[src/common/dpc_pkg.sv]
package dpc_pkg;
	// ==========================================================
	// Clock and timing
	localparam int CLK_PERIOD_PS = 8000;
	localparam int SELECT_TO_WRITE_END_NS = 50;
	localparam int WRITE_PULSE_MIN_NS = 50;
	localparam int DRIVE_OFF_DELAY_NS = 20;
	localparam int SELECT_ACCESS_DELAY_NS = 55;
	localparam int ENABLE_ACCESS_DELAY_NS = 20;
	localparam int FLAG_RELEASE_DELAY_NS = 30;
	localparam int FLAG_HIGH_TO_DATA_NS = 55;
	localparam int ARBITRATION_SETUP_NS = 5;
	// Least times round up to whole cycles
	localparam int WR_CYC = (SELECT_TO_WRITE_END_NS * 1000 + CLK_PERIOD_PS - 1) / CLK_PERIOD_PS;
	localparam int OFF_CYC = (DRIVE_OFF_DELAY_NS * 1000 + CLK_PERIOD_PS - 1) / CLK_PERIOD_PS;
	localparam int RD_CYC = (SELECT_ACCESS_DELAY_NS * 1000 + CLK_PERIOD_PS - 1) / CLK_PERIOD_PS;
	localparam int FLOW_CYC =
		((FLAG_RELEASE_DELAY_NS + FLAG_HIGH_TO_DATA_NS) * 1000 + CLK_PERIOD_PS - 1) / CLK_PERIOD_PS;
	localparam int SET_CYC = (ARBITRATION_SETUP_NS * 1000 + CLK_PERIOD_PS - 1) / CLK_PERIOD_PS;
	// ==========================================================
	// Geometry
	localparam int ADDR_W = 12;
	localparam int DATA_W = 9;
	localparam int CNT_W = 5;
	typedef enum logic [2:0] {DPC_IDLE, DPC_SETUP, DPC_WRITE, DPC_RECOVER, DPC_READ} dpc_state_e;
endpackage : dpc_pkg

[src/core/dpc_port_host.sv]
`timescale 1ns/1ps
`default_nettype none
module dpc_port_host
	import dpc_pkg::*;
#(
	parameter int AW = ADDR_W,
	parameter int DW = DATA_W
) (
	input wire logic clk_sys,
	input wire logic rstn,
	input wire logic req_valid,
	input wire logic req_write,
	input wire logic [AW-1:0] req_addr,
	input wire logic [DW-1:0] req_wdata,
	output logic req_ready,
	output logic rsp_valid,
	output logic [DW-1:0] rsp_rdata,
	output logic [AW-1:0] mem_addr,
	output logic mem_sel_n,
	output logic mem_wr_n,
	output logic mem_oe_n,
	input wire logic [DW-1:0] mem_data_in,
	output logic [DW-1:0] mem_data_out,
	output logic mem_data_oe,
	input wire logic mem_busy_n
);
	// ==========================================================
	// Reset release and pin synchronisers
	logic rst_s1, rst_s2;
	always_ff @(posedge clk_sys or negedge rstn) begin
		if (!rstn) begin
			rst_s1 <= 1'b0;
			rst_s2 <= 1'b0;
		end else begin
			rst_s1 <= 1'b1;
			rst_s2 <= rst_s1;
		end
	end
	logic [DW-1:0] din_s1, din_s2;
	// flag input wired from the primary flag output
	logic busy_s1, busy_s2;
	always_ff @(posedge clk_sys or negedge rst_s2) begin
		if (!rst_s2) begin
			din_s1 <= '0;
			din_s2 <= '0;
			busy_s1 <= 1'b1;
			busy_s2 <= 1'b1;
		end else begin
			din_s1 <= mem_data_in;
			din_s2 <= din_s1;
			busy_s1 <= mem_busy_n;
			busy_s2 <= busy_s1;
		end
	end
	// ==========================================================
	// Access sequencer
	dpc_state_e state, next_state;
	logic [CNT_W-1:0] cnt, next_cnt;
	logic [AW-1:0] next_mem_addr, last_waddr, next_last_waddr;
	logic [DW-1:0] next_mem_data_out, next_rsp_rdata;
	logic next_sel_n, next_wr_n, next_oe_n, next_data_oe, next_req_ready, next_rsp_valid;
	logic is_wr, next_is_wr, recent_wr, next_recent_wr;
	logic [CNT_W-1:0] flow_cnt, next_flow_cnt;
	// Next-state logic for one pin-level access
	always_comb begin
		next_state = state;
		next_cnt = cnt;
		next_mem_addr = mem_addr;
		next_mem_data_out = mem_data_out;
		next_sel_n = mem_sel_n;
		next_wr_n = mem_wr_n;
		next_oe_n = mem_oe_n;
		next_data_oe = mem_data_oe;
		next_req_ready = 1'b0;
		next_rsp_valid = 1'b0;
		next_rsp_rdata = rsp_rdata;
		next_is_wr = is_wr;
		next_last_waddr = last_waddr;
		next_recent_wr = recent_wr;
		next_flow_cnt = (flow_cnt != '0) ? flow_cnt - 1'b1 : flow_cnt;
		if (flow_cnt == 5'h01) begin
			next_recent_wr = 1'b0;
		end
		case (state)
			DPC_IDLE: begin
				next_req_ready = 1'b1;
				if (req_valid && req_ready) begin
					next_req_ready = 1'b0;
					next_mem_addr = req_addr;
					next_wr_n = 1'b1;
					next_sel_n = 1'b0;
					next_is_wr = req_write;
					next_mem_data_out = req_wdata;
					// outputs floated by enable before data drive
					next_oe_n = 1'b1;
					next_data_oe = 1'b0;
					next_cnt = CNT_W'(OFF_CYC + SET_CYC);
					next_state = DPC_SETUP;
				end
			end
			DPC_SETUP: begin
				next_cnt = cnt - 1'b1;
				if (cnt == 5'h01) begin
					if (is_wr) begin
						if (busy_s2) begin
							// strobe and select low start the write
							next_wr_n = 1'b0;
							next_data_oe = 1'b1;
							// strobe held low for the pulse minimum
							next_cnt = CNT_W'(WR_CYC);
							next_state = DPC_WRITE;
						end else begin
							next_cnt = cnt;
						end
					end else if (recent_wr && last_waddr == mem_addr) begin
						next_cnt = cnt;
					end else begin
						// select and enable low, strobe high
						next_oe_n = 1'b0;
						next_cnt = CNT_W'(RD_CYC + 2);
						next_state = DPC_READ;
					end
				end
			end
			DPC_WRITE: begin
				next_cnt = cnt - 1'b1;
				if (cnt == 5'h01) begin
					// strobe rises while select stays low
					next_wr_n = 1'b1;
					next_last_waddr = mem_addr;
					next_recent_wr = 1'b1;
					next_flow_cnt = CNT_W'(FLOW_CYC);
					next_state = DPC_RECOVER;
				end
			end
			DPC_RECOVER: begin
				next_data_oe = 1'b0;
				next_sel_n = 1'b1;
				next_rsp_valid = 1'b1;
				next_state = DPC_IDLE;
			end
			DPC_READ: begin
				next_cnt = cnt - 1'b1;
				// sample after the access delay plus sync stages
				if (cnt == 5'h01) begin
					next_rsp_rdata = din_s2;
					next_rsp_valid = 1'b1;
					next_oe_n = 1'b1;
					next_sel_n = 1'b1;
					next_state = DPC_IDLE;
				end
			end
			default: begin
				next_state = DPC_IDLE;
			end
		endcase
	end
	// Sequencer registers
	always_ff @(posedge clk_sys or negedge rst_s2) begin
		if (!rst_s2) begin
			state <= DPC_IDLE;
			cnt <= '0;
			mem_addr <= '0;
			mem_data_out <= '0;
			mem_sel_n <= 1'b1;
			mem_wr_n <= 1'b1;
			mem_oe_n <= 1'b1;
			mem_data_oe <= 1'b0;
			req_ready <= 1'b0;
			rsp_valid <= 1'b0;
			rsp_rdata <= '0;
			is_wr <= 1'b0;
			last_waddr <= '0;
			recent_wr <= 1'b0;
			flow_cnt <= '0;
		end else begin
			state <= next_state;
			cnt <= next_cnt;
			mem_addr <= next_mem_addr;
			mem_data_out <= next_mem_data_out;
			mem_sel_n <= next_sel_n;
			mem_wr_n <= next_wr_n;
			mem_oe_n <= next_oe_n;
			mem_data_oe <= next_data_oe;
			req_ready <= next_req_ready;
			rsp_valid <= next_rsp_valid;
			rsp_rdata <= next_rsp_rdata;
			is_wr <= next_is_wr;
			last_waddr <= next_last_waddr;
			recent_wr <= next_recent_wr;
			flow_cnt <= next_flow_cnt;
		end
	end
	// ==========================================================
	// Assertions
	// pulse held for the minimum
	wr_pulse_len_a: assert property (@(posedge clk_sys) disable iff (!rst_s2)
		$fell(mem_wr_n) |-> !mem_wr_n [*7]) else $error("write pulse too short");
	wr_end_sel_a: assert property (@(posedge clk_sys) disable iff (!rst_s2)
		$rose(mem_wr_n) |-> !mem_sel_n) else $error("select high at write end");
	// no data drive while output enabled
	data_drive_oe_a: assert property (@(posedge clk_sys) disable iff (!rst_s2)
		mem_data_oe |-> mem_oe_n) else $error("driving while enable low");
	read_strobe_a: assert property (@(posedge clk_sys) disable iff (!rst_s2)
		!mem_oe_n |-> mem_wr_n && !mem_sel_n) else $error("bad read pins");
	addr_strobe_a: assert property (@(posedge clk_sys) disable iff (!rst_s2)
		!$stable(mem_addr) |-> mem_wr_n) else $error("address moved in write");
	// write starts only with flag high
	wr_busy_a: assert property (@(posedge clk_sys) disable iff (!rst_s2)
		$fell(mem_wr_n) |-> $past(busy_s2)) else $error("write during contention");
	read_hold_a: assert property (@(posedge clk_sys) disable iff (!rst_s2)
		$fell(mem_oe_n) |-> !mem_oe_n [*8]) else $error("read ended too early");
	// write strobe low only with select low
	wr_sel_a: assert property (@(posedge clk_sys) disable iff (!rst_s2)
		!mem_wr_n |-> !mem_sel_n) else $error("strobe without select");
	desel_idle_a: assert property (@(posedge clk_sys) disable iff (!rst_s2)
		mem_sel_n |-> !mem_data_oe && mem_wr_n) else $error("activity while deselected");
	write_cv: cover property (@(posedge clk_sys) disable iff (!rst_s2)
		$rose(mem_wr_n) ##[1:3] rsp_valid);
	read_cv: cover property (@(posedge clk_sys) disable iff (!rst_s2)
		$rose(mem_oe_n) && rsp_valid);
	busy_cv: cover property (@(posedge clk_sys) disable iff (!rst_s2)
		state == DPC_SETUP && is_wr && !busy_s2);
endmodule : dpc_port_host
`default_nettype wire

[config.mk]
export PLATFORM = sky130hd
export DESIGN_NAME = dpc_port_host
export DESIGN_NICKNAME = d
export VERILOG_FILES = /design/src/common/dpc_pkg.sv /design/src/core/dpc_port_host.sv
export SDC_FILE = /design/constraint.sdc
export NUM_CORES = 1
export LEC_CHECK = 0
export BUFFER_PORTS_ARGS = -buffer_cell sky130_fd_sc_hd__buf_2
export CORE_ASPECT_RATIO = 1.75
export CORE_MARGIN = 8
export CORE_UTILIZATION = 35
export CTS_CLUSTER_SIZE = 28
export DETAILED_ROUTE_END_ITERATION = 12
export PLACE_DENSITY = 0.51
export RECOVER_POWER = 100
export SYNTH_ARGS = -nofsm -noshare
export SYNTH_HDL_FRONTEND = slang
export SYNTH_SLANG_ARGS = --single-unit
[constraint.sdc]
create_clock -name clk_sys -period 4.16 [get_ports clk_sys]
set_input_delay 0.416 -clock clk_sys [delete_from_list [all_inputs] [get_ports clk_sys]]
set_output_delay 0.416 -clock clk_sys [all_outputs]
set_load 0.005 [all_outputs]
======== Word level (Yosys, flattened, before mapping) ========
Index checks and enable logic that the tools add are counted.
operators by class
  add/sub/neg operators ................... 2
  equal/unequal tests ..................... 19
  muxes and demuxes ....................... 40
  reductions and logical operators ........ 19
operators with widths
  operator             count
  $mux 5               8
  $mux 3               7
  $mux 1               18
  $reduce_and 6->1     3
  $ne 2x2->1 const B   8
  $pmux 5 s3           1
  $reduce_bool 3->1    5
  $eq 12x12->1         1
  $pmux 1 s3           4
  $pmux 3 s4           1
  $eq 5x1->1 const B   2
  $sub 5x1->5 const B  2
  $ne 4x4->1 const B   2
  $eq 3x2->1 const B   2
  $ne 3x3->1 const B   2
  $reduce_and 2->1     3
  $reduce_and 5->1     1
  $reduce_bool 5->1    1
  $reduce_and 4->1     1
  $eq 3x1->1 const B   1
  $eq 3x3->1 const B   1
  $logic_not 3->1      1
  $reduce_and 3->1     1
  $logic_and 1x1->1    2
  2 further kinds      2
word-level totals
  register bits ........................... 85
  input bits .............................. 35
  output and inout port bits .............. 36
  word-level logic and storage cells ...... 101

======== Longest topological paths before layout ========
  word-level depth ........................ 6
  gate-level depth with buffers ........... 8
  mapped depth without buffers ............ 7

======== Worst setup path after synthesis ========
OpenSTA, ideal clock, no wires.
  kind .................................... register to register
  from .................................... register cnt[1]
  to ...................................... register cnt[0]
  setup time .............................. 0.128 ns
  arrival time ............................ 1.755 ns
  required time ........................... 4.032 ns
  setup slack ............................. 2.278 ns
  cell stages (with the launch flop) ...... 8
  buffers on the path ..................... 0
  period minus slack after synthesis ...... 1.882 ns
  path through ............................ dfrtp_1 -> inv_1 -> ha_1 -> nor4b_4 -> nand3_2 -> a211oi_2 -> a21oi_2 -> mux2_1
on the way
  cells in the longest elaborated chain, start to end .. 3
  elaborated cells between the ends (all ways) .. 6
  those cells by class .................... 3 x eq/ne; 2 x mux; 1 x reduce/logical
RTL lines
  what                                                             RTL line              source
  from (decl)                                                      dpc_port_host.sv:58   logic [CNT_W-1:0] cnt, next_cnt;
  from (signal assigned)                                           dpc_port_host.sv:178  cnt <= next_cnt;
  $eq 5x1->1 (*)                                                   dpc_port_host.sv:103  if (cnt == 5'h01) begin
  $ne 4x4->1 (no source line) or $mux 5 (tied branches)            n/a
  $reduce_and 4->1 (no source line) or $pmux 5 s3 (tied branches)  n/a
Every way passes the cells marked *; elsewhere a longest branch is shown, timed or not.
A chain may end at the register's enable or synchronous reset.

======== Worst setup path in the final report ========
  from .................................... register mem_addr[8]
  to ...................................... register cnt[3]
on the way
  cells in the longest elaborated chain, start to end .. 4
RTL lines
  what                               RTL line              source
  from (decl)                        dpc_port_host.sv:18   output logic [AW-1:0] mem_addr,
  from (signal assigned)             dpc_port_host.sv:179  mem_addr <= next_mem_addr;
  $eq 12x12->1                       dpc_port_host.sv:115  end else if (recent_wr && last_waddr == mem_addr) begin
  $logic_and 1x1->1                  dpc_port_host.sv:115
  $ne 4x4->1 (no source line)        n/a
  $reduce_and 4->1 (no source line)  n/a
No other way between the ends.

==> qor.csv <==
stage,metric,value,unit
setup_path,"Slowest-stage cell, CP",nor4_1,
route,Pre-antenna DRT Iters,4,
pwr,pwr dens,662.9,nW/um^2
setup_path,Worst Setup Start Kind,flop,
global_route,All-Layer GR Usage,11.43,%
pwr,NetSw,0.9089,mW
global_route,pin count of the biggest net entering global routing,84,
route,DRC,0,
setup_path,crit path kind,reg -> reg,
floorplan,die area,13630,um^2
route,DR top layer,met4,
setup_path,crit end category,flop,
global_route,first-pass GRT wire length,11970,um
pwr,switching part of the total power,32.41,%
pwr,sequential power share,44.8,%
timing,Worst slew margin,26.48,%
logic_synthesis,Synth cell types,44,
clock_network,CTS buffer count,9,
setup_path,"Data required, critical path",4.38,ns
layout,share of cells above drive strength 1,31.21,%
setup_path,Arrival @ worst endpoint,2.48,ns
logic_synthesis,Main synth FF type,dfrtp_1,
clock_network,clk buf depth,2,
clock_network,CTS tree,yes,
route,DR WL met3,215,um
logic_synthesis,Yosys warnings,0,
logic_synthesis,cell with the most instances after synthesis,dfrtp_1,
min_path,Hold Path Depth,1,
clock_network,"Clk Latency, worst-skew pair",0.34,ns
run_status,status,"finished, final reports clean",
logic_synthesis,syn nets,308,
place,I/O Buffers,70,
setup_path,max incr delay on CP,0.66,ns
floorplan,Core Region,9849,um^2
logic_synthesis,cell taking the most area after synthesis,dfrtp_1,
layout,antenna cell count,0,
timing,post-route minimum period,2.269,ns
timing,Final period util,54.54,%
floorplan,Initial Utilization,35.70,%
flow_run,max cap viols,0,
setup_path,R2R Setup Slk,1.89,ns
global_route,global route overflow,0,
pwr,Leak,1.885,nW
logic_synthesis,top post-synthesis cells by count,"dfrtp_1 (80), mux2_2 (43), nand2_1 (24), a21oi_1 (14), xnor2_1 (14)",
floorplan,Site Rows,48,
clock_network,CTS H-tree lvls,3,
logic_synthesis,"EDFF count, synth",0,
clock_network,clock sink total,85,
route,routed wl met2,4163,um
route,number of DRC markers in iteration 0,86,
global_route,initial antenna violation count,0,
logic_synthesis,"Seq/Total Area, Yosys",60.68,%
clock_network,Post CTS Setup Buffer Count,0,
layout,post-layout util,42.96,%
route,vias per cell,4.769,
setup_path,r2r endpoint,cnt[3],
place,HPWL Detailed,5250,um
pwr,clock power share,28.1,%
place,Final GP Congestion,0.7983,
layout,area delta synth->final,20.36,%
clock_network,Root Driver,clkbuf_16,
route,antenna-violating nets left,0,
setup_path,worst-path cell chain,xnor2_1 > nand4_1 > nor4_1 > a21oi_1 > mux2_1,
timing,Worst Max-Slew Pin Slew,1.103,ns
timing,skew final,0.009951,ns
logic_synthesis,#FFs+latches synth,85,
timing,final setup TNS,0,ns
min_path,Hold WC Path Type,in -> reg,
timing,WHS,0.1824,ns
route,routed length on met1,2886,um
route,WL final,7440,um
timing,Final Setup Violations,0,
layout,Final #Nets,380,
timing,max frequency,440.7,MHz
timing,Max Slew Vio Count,0,
logic_synthesis,Syn Area/Cell,13.07,um^2
floorplan,Die Ht,148.6,um
logic_synthesis,Mapped Cells,269,
setup_path,R2R Path Start,mem_addr[8],
min_path,Worst Hold End,din_s1[0],
pwr,total power,2.805,mW
setup_path,largest fanout on the critical path,4,
floorplan,I/O Pins,71,
min_path,worst hold start,mem_data_in[0],
route,wire per inst,15.80,um
clock_network,Clock Pin Slew Worst Setup and Hold Paths,0.06,ns
logic_synthesis,"top cells by area, synth","dfrtp_1 (57%), mux2_2 (14%), dfstp_2 (3.7%), xnor2_1 (3.5%), nand2_1 (2.6%)",
timing,"Hold Vio Cnt, Final",0,
logic_synthesis,Syn Std Cell Area,3516,um^2
logic_synthesis,Yosys top cell area share,56.94,%
logic_synthesis,async set-reset flop share out of synthesis,100.0,%
global_route,vias in the first global route,2329,
route,routed via count,2246,
pwr,combinational group share of total power,27.1,%
floorplan,Chip Width,91.77,um
setup_path,Register-to-Register Path Depth,5,
pwr,Peak VDD IR,322.6,uV
pwr,Internal Power,1.896,mW
timing,RSZ-0062 raised after global routing,false,
-- cell usage in the layout (no fill, tap or decap), types with 2 or more instances in the layout --
cell type and instances:
ha_1 4, clkinvlp_4 3, nor3b_1 2, or4_1 2
nor3_1 5, dfstp_2 4, xnor2_1 14, o41ai_1 2
o22ai_1 2, clkbuf_1 31, inv_1 6, nor2b_1 3
mux2i_1 2, o21ai_0 7, nand3b_1 2, nand3_1 5
a21oi_1 15, mux2_2 43, mux2_1 3, and3_1 2
nand2_1 25, clkbuf_16 9, xor2_1 4, dfrtp_1 79
nor2_1 6, nand4_1 3, nand2b_1 2, buf_2 41
-- critical path, delay by kind of cell, from the launching register on --
| family | cells | cell delay, ns |
|---|---|---|
| AO/OA/AOI/OAI | 1 | 0.32 |
| AND/OR/NAND/NOR | 2 | 0.81 |
| multiplexers | 1 | 0.39 |
| XOR/XNOR | 1 | 0.22 |
| flip-flops | 1 | 0.42 |
-- how the worst max path moves through the flow --
stage,startpoint,to
6_report,mem_addr[8],cnt[3]
5_1_grt,cnt[0],last_waddr[4]
4_1_cts,state[2],mem_addr[8]
3_5_place_dp,state[2],mem_data_out[4]
3_3_place_gp,state[2],mem_addr[10]
2_1_floorplan,rst_s2,cnt[0]
-- kinds of logic after synthesis --
family | synth area share (%)
AND/OR/NAND/NOR | 10.18
XOR/XNOR | 4.484
flip-flops | 60.68
adder cells (fa/ha/maj) | 1.424
buffers and inverters | 1.957
other | 0.1067
multiplexers | 15.30
AO/OA/AOI/OAI | 5.872
-- what timing repair did --
item,4_1_cts,5_1_grt
endpoints found under the hold margin,2,0
gates resized for setup,0,0
hold buffers,1,0
-- layout make-up --
class / instances / area, um^2
Tap cell: 125 / 156.4
Clock buffer: 11 / 232.7
Inverter: 6 / 22.52
Clock inverter: 5 / 61.31
Timing Repair Buffer: 71 / 324.1
Fill cell: 996 / 5618
Sequential cell: 85 / 2137
Multi-Input combinational cell: 168 / 1297
-- flip-flops by register name, summed over array words and instances, names as in the netlist, 3 cells and up --
register / flops
last_waddr: 12
mem_addr: 12
din_s1: 9
din_s2: 9
mem_data_out: 9
rsp_rdata: 9
cnt: 5
flow_cnt: 5
state: 3
-- metrics by stage --
step | worst slack, ns | cell area [um^2] | std cells
finish | 1.891 | 4232 | 471
floorplan | 1.626 | 3516 | 269
global route | 1.707 | 4232 | 471
CTS | 1.866 | 4284 | 471
detailed placement | 1.876 | 3980 | 454
global placement | 1.900 | 3980 | 454
-- metal layers --
| metal | track usage (%) | up-vias |
|---|---|---|
| li1 | - | 1078 |
| met1 | 11.78 | 1125 |
| met2 | 20.20 | 32 |
| met3 | 2.928 | 11 |
| met4 | 6.894 | 0 |
| met5 | 0 | - |
-- power by group through the flow --
| stage | combinational [mW] | sequential, mW | clock (mW) |
|---|---|---|---|
| 6_report | 0.759 | 1.26 | 0.788 |
| 5_1_grt | 0.860 | 1.30 | 0.843 |
| 4_1_cts | 0.812 | 1.26 | 0.811 |
| 3_5_place_dp | 0.807 | 1.27 | 0 |
| 3_3_place_gp | 0.798 | 1.27 | 0 |
| 2_1_floorplan | 0.562 | 1.21 | 0 |
Note: power is estimated with default switching activity, not from simulation.
